`src/pkg/sacs_consts.vh`:
```
`ifndef SACS_CONSTS_VH
`define SACS_CONSTS_VH
// Control byte field positions
`define SACS_PCM_HI        7
`define SACS_PCM_LO        6
`define SACS_ACQ_BIT       5
`define SACS_SGL_BIT       4
`define SACS_UNI_BIT       3
`define SACS_CH_HI         2
`define SACS_CH_LO         0
// Power/clock mode codes
`define SACS_PCM_FULL_PD   2'h0
`define SACS_PCM_STANDBY   2'h1
`define SACS_PCM_INT_CLK   2'h2
`define SACS_PCM_EXT_CLK   2'h3
// Reset values
`define SACS_CTRL_RESET    8'hc0
// Timing counts in conversion-clock cycles
`define SACS_ACQ_FALLS     4
`define SACS_CONV_CYCLES   13
// Internal oscillator period in ns, acquisition time for reference
`define SACS_INT_OSC_NS    250
`define SACS_ACQ_INT_NS    1000
`define SACS_CLK_NS        50
// Divider count per half period of the on-chip oscillator
`define SACS_INT_HALF_NS   (`SACS_INT_OSC_NS / 2)
`define SACS_INT_DIV ((`SACS_INT_HALF_NS + `SACS_CLK_NS - 1) / `SACS_CLK_NS)
`endif

```
`src/hw/sacs_sar_reg.v`:
```
`timescale 1ns/100ps
`include "sacs_consts.vh"
// Successive-approximation register: one decision per step enable
module sacs_sar_reg
#(
    parameter WIDTH = 12
)
(
    // Clock and reset
    input  wire             clk_i,
    input  wire             reset_i,
    // Control
    input  wire             start_i,
    input  wire             step_i,
    input  wire             cmp_hi_i,
    // Result
    output reg  [WIDTH-1:0] trial_o,
    output reg  [WIDTH-1:0] result_o
);
    reg [WIDTH-1:0] bit_mask;
    // Trial bit walks from the MSB down; comparator keeps or drops it
    always @(posedge clk_i or posedge reset_i)
    begin
        if (reset_i)
        begin
            trial_o  <= {WIDTH{1'b0}};
            bit_mask <= {WIDTH{1'b0}};
            result_o <= {WIDTH{1'b0}};
        end
        else if (start_i)
        begin
            trial_o  <= {1'b1, {(WIDTH-1){1'b0}}};
            bit_mask <= {1'b1, {(WIDTH-1){1'b0}}};
        end
        else if (step_i && (bit_mask != {WIDTH{1'b0}}))
        begin
            if (bit_mask[0])
                result_o <= cmp_hi_i ? trial_o : (trial_o & ~bit_mask);
            trial_o  <= (cmp_hi_i ? trial_o : (trial_o & ~bit_mask))
                        | (bit_mask >> 1);
            bit_mask <= bit_mask >> 1;
        end
    end
endmodule // sacs_sar_reg

```
`src/hw/sacs_sequencer.v`:
```
`timescale 1ns/100ps
`include "sacs_consts.vh"
module sacs_sequencer
#(
    parameter RES_BITS   = 12,
    parameter CONV_STEPS = `SACS_CONV_CYCLES,
    parameter ACQ_FALLS  = `SACS_ACQ_FALLS,
    parameter INT_DIV    = `SACS_INT_DIV
)
(
    // Clock and reset
    input  wire       clk_i,
    input  wire       reset_i,
    // Host parallel port, active-low strobes
    input  wire       cs_n_i,
    input  wire       wr_n_i,
    input  wire       rd_n_i,
    input  wire       upper_byte_select_i,
    input  wire [7:0] data_i,
    output reg  [7:0] data_o,
    output reg        data_oe_o,
    output reg        done_n_o,
    output reg        done_oe_o,
    // External conversion clock pin
    input  wire       conv_clk_pin_i,
    // Analog front-end control
    input  wire       comparator_i,
    output reg        track_o,
    output reg        sample_o,
    output reg  [3:0] pos_sel_o,
    output reg  [3:0] neg_sel_o,
    output reg        unipolar_o,
    output reg  [RES_BITS-1:0] dac_code_o,
    output reg        converting_o,
    output reg  [1:0] power_clock_mode_o
);
    localparam ST_IDLE = 2'h0;
    localparam ST_ACQ  = 2'h1;
    localparam ST_CONV = 2'h2;
    localparam ST_EXT  = 2'h3;
    localparam COM_SEL = 4'h8;

    reg  [1:0]  state;
    reg  [1:0]  next_state;
    reg  [7:0]  ctrl;
    reg         ext_clk_sel;
    reg         wr_d;
    reg         rd_d;
    reg         pin_d;
    reg  [7:0]  div_cnt;
    reg         osc;
    reg  [3:0]  cnt;
    reg         sar_start;
    wire        wr_rise;
    wire        rd_fall;
    wire        pin_fall;
    wire        osc_fall;
    wire        clk_fall;
    wire        acq_ext;
    wire        sar_step;
    wire [RES_BITS-1:0] trial;
    wire [RES_BITS-1:0] result;

    // Strobe edge detection, qualified by chip select
    assign wr_rise  = wr_n_i & ~wr_d & ~cs_n_i;
    assign rd_fall  = ~rd_n_i & rd_d & ~cs_n_i;
    assign pin_fall = ~conv_clk_pin_i & pin_d;
    assign osc_fall = (div_cnt == 8'h00) & osc;
    assign clk_fall = ext_clk_sel ? pin_fall : osc_fall;
    assign acq_ext  = data_i[`SACS_ACQ_BIT];
    // First conversion clock only lets the DAC settle on the MSB trial
    assign sar_step = (state == ST_CONV) & clk_fall
                    & (cnt != CONV_STEPS[3:0] - 4'h1);

    // Edge history registers
    always @(posedge clk_i or posedge reset_i)
    begin
        if (reset_i)
        begin
            wr_d  <= 1'b1;
            rd_d  <= 1'b1;
            pin_d <= 1'b0;
        end
        else
        begin
            wr_d  <= wr_n_i;
            rd_d  <= rd_n_i;
            pin_d <= conv_clk_pin_i;
        end
    end

    // On-chip oscillator built from a divider of the system clock
    always @(posedge clk_i or posedge reset_i)
    begin
        if (reset_i)
        begin
            div_cnt <= 8'h00;
            osc     <= 1'b0;
        end
        else if (div_cnt == 8'h00)
        begin
            div_cnt <= INT_DIV[7:0] - 8'h01;
            osc     <= ~osc;
        end
        else
            div_cnt <= div_cnt - 8'h01;
    end

    // Control byte capture and clock mode retention
    always @(posedge clk_i or posedge reset_i)
    begin
        if (reset_i)
        begin
            ctrl        <= `SACS_CTRL_RESET;
            ext_clk_sel <= 1'b1;
        end
        else if (wr_rise)
        begin
            ctrl <= data_i;
            if (data_i[`SACS_PCM_HI])
                ext_clk_sel <= data_i[`SACS_PCM_LO];
        end
    end

    // Next-state logic of the acquisition/conversion sequencer
    always @*
    begin
        next_state = state;
        case (state)
            ST_IDLE:
                if (wr_rise)
                    next_state = acq_ext ? ST_EXT : ST_ACQ;
            ST_ACQ:
                if (wr_rise)
                    next_state = acq_ext ? ST_EXT : ST_ACQ;
                else if (clk_fall && cnt == ACQ_FALLS[3:0] - 4'h1)
                    next_state = ST_CONV;
            ST_EXT:
                if (wr_rise)
                    next_state = acq_ext ? ST_EXT : ST_CONV;
            ST_CONV:
                if (wr_rise)
                    next_state = acq_ext ? ST_EXT : ST_ACQ;
                else if (clk_fall && cnt == 4'h0)
                    next_state = ST_IDLE;
            default:
                next_state = ST_IDLE;
        endcase
    end

    // State, cycle counter and sampling strobe
    always @(posedge clk_i or posedge reset_i)
    begin
        if (reset_i)
        begin
            state     <= ST_IDLE;
            cnt       <= 4'h0;
            sar_start <= 1'b0;
            sample_o  <= 1'b0;
        end
        else
        begin
            state     <= next_state;
            sar_start <= 1'b0;
            sample_o  <= 1'b0;
            if (next_state == ST_CONV && state != ST_CONV)
            begin
                cnt       <= CONV_STEPS[3:0] - 4'h1;
                sar_start <= 1'b1;
                sample_o  <= 1'b1;
            end
            else if (next_state == ST_ACQ && (state != ST_ACQ || wr_rise))
                cnt <= 4'h0;
            else if (clk_fall && state == ST_ACQ)
                cnt <= cnt + 4'h1;
            else if (clk_fall && state == ST_CONV && cnt != 4'h0)
                cnt <= cnt - 4'h1;
        end
    end

    // Track/hold switch and conversion flag
    always @(posedge clk_i or posedge reset_i)
    begin
        if (reset_i)
        begin
            track_o      <= 1'b0;
            converting_o <= 1'b0;
        end
        else
        begin
            track_o      <= (next_state == ST_ACQ) | (next_state == ST_EXT);
            converting_o <= (next_state == ST_CONV);
        end
    end

    // Multiplexer routing and polarity from the stored byte
    always @(posedge clk_i or posedge reset_i)
    begin
        if (reset_i)
        begin
            pos_sel_o          <= 4'h0;
            neg_sel_o          <= COM_SEL;
            unipolar_o         <= 1'b0;
            power_clock_mode_o <= `SACS_PCM_EXT_CLK;
        end
        else
        begin
            unipolar_o         <= ctrl[`SACS_UNI_BIT];
            power_clock_mode_o <= ctrl[`SACS_PCM_HI:`SACS_PCM_LO];
            if (ctrl[`SACS_SGL_BIT])
            begin
                pos_sel_o <= {1'b0, ctrl[`SACS_CH_HI:`SACS_CH_LO]};
                neg_sel_o <= COM_SEL;
            end
            else
            begin
                pos_sel_o <= {1'b0, ctrl[2:1], ctrl[0]};
                neg_sel_o <= {1'b0, ctrl[2:1], ~ctrl[0]};
            end
        end
    end

    // Successive-approximation core
    sacs_sar_reg
    #(
        .WIDTH    (RES_BITS)
    )
    u_sar
    (
        .clk_i    (clk_i),
        .reset_i  (reset_i),
        .start_i  (sar_start),
        .step_i   (sar_step),
        .cmp_hi_i (comparator_i),
        .trial_o  (trial),
        .result_o (result)
    );

    // Trial code drives the capacitive DAC
    always @(posedge clk_i or posedge reset_i)
    begin
        if (reset_i)
            dac_code_o <= {RES_BITS{1'b0}};
        else
            dac_code_o <= trial;
    end

    // Done flag: completion sets it low, read or write clears it
    always @(posedge clk_i or posedge reset_i)
    begin
        if (reset_i)
            done_n_o <= 1'b1;
        else if (state == ST_CONV && next_state == ST_IDLE)
            done_n_o <= 1'b0;
        else if (rd_fall || wr_rise)
            done_n_o <= 1'b1;
    end

    // Output bus: byte select picks upper four or lower eight bits
    always @(posedge clk_i or posedge reset_i)
    begin
        if (reset_i)
        begin
            data_o    <= 8'h00;
            data_oe_o <= 1'b0;
            done_oe_o <= 1'b0;
        end
        else
        begin
            data_oe_o <= ~cs_n_i & ~rd_n_i;
            done_oe_o <= ~cs_n_i;
            if (upper_byte_select_i)
                data_o <= {4'h0, result[RES_BITS-1:8]};
            else
                data_o <= result[7:0];
        end
    end
endmodule // sacs_sequencer

```
`config.mk`:
```
export PLATFORM = sky130hd
export DESIGN_NAME = sacs_sequencer
export DESIGN_NICKNAME = d
export VERILOG_FILES = /design/src/hw/sacs_sar_reg.v /design/src/hw/sacs_sequencer.v
export VERILOG_INCLUDE_DIRS = /design/src /design/src/pkg
export SDC_FILE = /design/constraint.sdc
export NUM_CORES = 1
export LEC_CHECK = 0
export ABC_CLOCK_PERIOD_IN_PS = 2500
export BUFFER_PORTS_ARGS = -buffer_cell sky130_fd_sc_hd__buf_2
export CAP_MARGIN = 5
export CORE_MARGIN = 2
export CORE_UTILIZATION = 51
export DETAILED_ROUTE_END_ITERATION = 8
export HOLD_SLACK_MARGIN = 0.1
export PLACE_DENSITY = 0.85
export SYNTH_ARGS = -nofsm -noshare
export SYNTH_HDL_FRONTEND = slang
export SYNTH_HIERARCHICAL = 1
export SYNTH_SLANG_ARGS = --single-unit
```
`constraint.sdc`:
```
create_clock -name clk_i -period 2.5 [get_ports clk_i]
set_input_delay 0.5 -clock clk_i [delete_from_list [all_inputs] [get_ports clk_i]]
set_output_delay 0.5 -clock clk_i [all_outputs]
set_load 0.05 [all_outputs]
```
==> results by group <==
Run status
  • Status: finished with violations
  • Failing checks: negative setup slack

Die
  • Die area: roughly 8300 µm²
  • I/O pin total: 53
  • Num rows: 31
  • Initial Util: 0.5285
  • Die H: 90.93 µm
  • Die span in x: 90.93 µm
  • Core area: 7292 µm²

Place
  • Port bufs: 51
  • Routability congestion estimate: 0.8328
  • Detailed placement HPWL: 5144 µm
  • Placed cell count: 476

Global route
  • Antenna violations before repair: 0
  • Vias in the first global route: 2586
  • Largest net degree at the start of global routing: 37
  • Global Route Usage Sum: 0.1910
  • Grt ovf: 0
  • First-pass GRT wire length: 12430 µm

STA
  • TNS Setup: -0.05200 ns
  • Worst Hold Slack: around 0.22 ns
  • Post-route minimum period: around 2.6 ns
  • Count of final setup violators: 2
  • Relative slew slack: 0.5798
  • Count of final max-slew check failures: 0
  • Tightest Pin Transition: approximately 0.63 ns
  • RSZ-0062 raised after global routing: yes
  • Setup WS post-layout: -0.05099 ns
  • Period utilisation layout: 1.020
  • Skew final: 0.01118 ns
  • Final Hold Vio Count: 0
  • Fmax: 392.0 MHz

Worst setup path
  • Worst setup SP type: flip-flop
  • Crit end category: flip-flop
  • Crit-path max cell delay: about 0.57 ns
  • CP Class: flip-flop to flip-flop
  • Crit-path cells: or4_4 -> o41ai_4 -> nand2_2 -> ha_4 -> a21oi_1 -> a21oi_1 -> a31oi_1 -> or4_1 -> nand3_1
  • Most used cell, CP: a21oi_1
  • Crit path max fanout: 3
  • Critical path required time: between 2 and 3 ns
  • Crit-path slowest cell: or4_4
  • WP data arrival: 2.85 ns

Finish
  • Layout Cells excl Fill: 494
  • Final #Nets: 411
  • # diodes: 0
  • Layout cells sized above 1: 0.2987
  • Final Util: 0.6163
  • Most frequent cells in the layout: dfrtp_1 (89), buf_2 (51), nand2_1 (50)
  • Fill cell total of the finished layout: 580
  • Area grow syn2layout: 16.62%
  • Commonest non-fill, non-tap cell in the layout: dfrtp_1

Drt
  • DRT iter0 DRCs: 133
  • Vias per cell: roughly 5.3
  • DRT antenna net count: 0
  • Vias after detailed routing: ~2600
  • WL per Instance: 14.85 µm
  • Remaining DRCs: 0
  • Detailed Routing Iterations Pass 1: 4
  • Total routed wirelength: 7338 µm

Power and ir drop
  • Static leakage: 2.167 nW
  • Combinational share of power: 0.204
  • Cell Int Power: ~2.5 mW
  • Peak supply drop: between 0.4 and 0.5 mV
  • Clock share of power: 0.276
  • P_sw: 1.186 mW
  • Power density cells: ~820 nW/µm²
  • Sw frac: 0.3226
  • Part of the power in registers: 0.519

Synth
  • Post-synthesis register bit count: 98
  • Synthesized area per cell: 11.75 µm²
  • Sequential share of the synthesized area: 0.6393
  • Post-Syn Nets: 349
  • Syn Inst Count: between 300 and 400
  • Synth Cell Area: roughly 3900 µm²
  • Post-synth cell types: 46
  • Synth warnings: 6

Clock network
  • Clock slew at reported path FFs: 0.10 ns
  • CTS Root Cell: clkbuf_8
  • CTS tree: yes
  • H-tree depth: 3
  • TritonCTS buffer count: 9
  • Clock buffer depth: 2
  • Worst skew pair latency: 0.36 ns
  • CTS sink count: slightly below 100

Flow run
  • Max-cap viol count: 0

Hold path
  • Worst hold-check path type: input pin to async pin
final timing paths:
path,from,end,slack [ns],depth (start not counted)
setup / recovery,div_cnt[2],cnt[3],-0.05,9
hold / removal,reset_i,neg_sel_o[2],0.22,2
setup reg to reg,div_cnt[2],cnt[3],-0.05,9
hold reg to reg,ctrl[6],power_clock_mode_o[0],0.37,0
max in group asynchronous,reset_i,dac_code_o[1],1.61,3
min in group clk_i,rd_n_i,rd_d,0.23,1
metal layers:
layer / track usage / up-vias / wire, µm
met3: 0.04508 / 8 / 294
met1: 0.2560 / 1298 / 3298
met2: 0.2994 / 65 / 3634
li1: - / 1237 / -
met4: 0.08333 / 0 / 111
met5: 0 / - / 0
stage by stage:
step | setup slack, ns | power (mW) | cell area (µm²)
floorplan | 0.03017 | 2.486 | 3875
global placement | 0.002669 | 2.646 | 4262
detailed placement | -0.04398 | 2.684 | 4262
CTS | -0.02939 | 3.714 | 4481
global route | -0.1423 | 3.865 | 4494
finish | -0.05099 | 3.676 | 4494
registers in the layout, summed over array words and instances (netlist names), 3 cells and up:
name and flops:
cnt 4, ctrl 7, dac_code_o 12, data_o 8, div_cnt 8, neg_sel_o 4, pos_sel_o 3, u_sar/bit_mask 12
u_sar/result_o 12, u_sar/trial_o 12
worst max-delay path: cells and delay by family (launching register included):
family | cells | cell delay [ns]
compound gates | 4 | 0.54
fa+ha+maj | 1 | 0.31
flops | 1 | 0.39
simple gates | 4 | 1.24
layout make-up:
type	count	area [µm²]	area share
Inverter	24	95.09	0.02116
Tap cell	99	123.9	0.02756
Clock inverter	5	63.81	0.01420
Timing Repair Buffer	62	350.3	0.07795
Sequential cell	98	2464	0.5482
Multi-Input combinational cell	195	1266	0.2817
Clock buffer	11	131.4	0.02923
cells by family (layout without fill, tap and decap cells):
kind of cell,after synthesis,after routing,share of synthesized area
buf+inv,36,102,0.04545
mux,13,13,0.03766
other cells,1,1,0.0009731
flops,98,98,0.6393
fa+ha+maj,5,5,0.01818
xor+xnor,6,6,0.01364
compound gates,77,77,0.1295
simple gates,92,93,0.1153
synth_stat cells, drive strengths merged:
library cell / count / area (µm²)
o31ai: 4 / 30.03
a21o: 3 / 22.52
o32a: 1 / 10.01
ha: 4 / 50.05
nand2: 51 / 191.4
nor3: 2 / 10.01
or4b: 1 / 10.01
o21a: 2 / 15.01
or4: 2 / 18.77
nand3b: 3 / 38.79
nand3: 3 / 15.01
nor2: 12 / 45.04
or3: 1 / 6.260
nor4: 2 / 12.51
o41ai: 1 / 27.53
fa: 1 / 20.02
xnor2: 4 / 35.03
xor2: 2 / 17.52
o21bai: 1 / 7.510
buf: 7 / 65.05
mux2i: 1 / 10.01
a31oi: 12 / 75.07
clkbuf: 5 / 20.01
nor2b: 8 / 50.05
and2b: 1 / 7.510
dfstp: 9 / 236.5
inv: 24 / 90.08
nor3b: 1 / 7.510
dfrtp: 89 / 2227
o21ai: 30 / 180.2
a311oi: 2 / 17.52
a211oi: 1 / 7.510
o41a: 1 / 11.26
conb: 1 / 3.750
a21oi: 19 / 95.09
mux2: 12 / 135.1
nand2b: 5 / 31.28
timing repair:
item | in CTS | in global routing
cloned | 1 | 0
hold buffers | 0 | 0
endpoints found under the hold margin | 0 | 0
pin swaps | 1 | 5
buffers inserted | 1 | 0
resized for setup | 1 | 4
endpoints found under the setup margin | 13 | 27
power by group through the flow:
stage                     Combinational, mW  Sequential, mW  Clock [mW]
after floorplan                       0.350            2.14           0
after global placement                0.719            1.93           0
after detailed placement              0.746            1.94           0
after CTS                             0.758            1.91        1.05
after global routing                  0.816            1.93        1.12
final                                 0.752            1.91        1.02
Power figures use the tool's default switching activity.
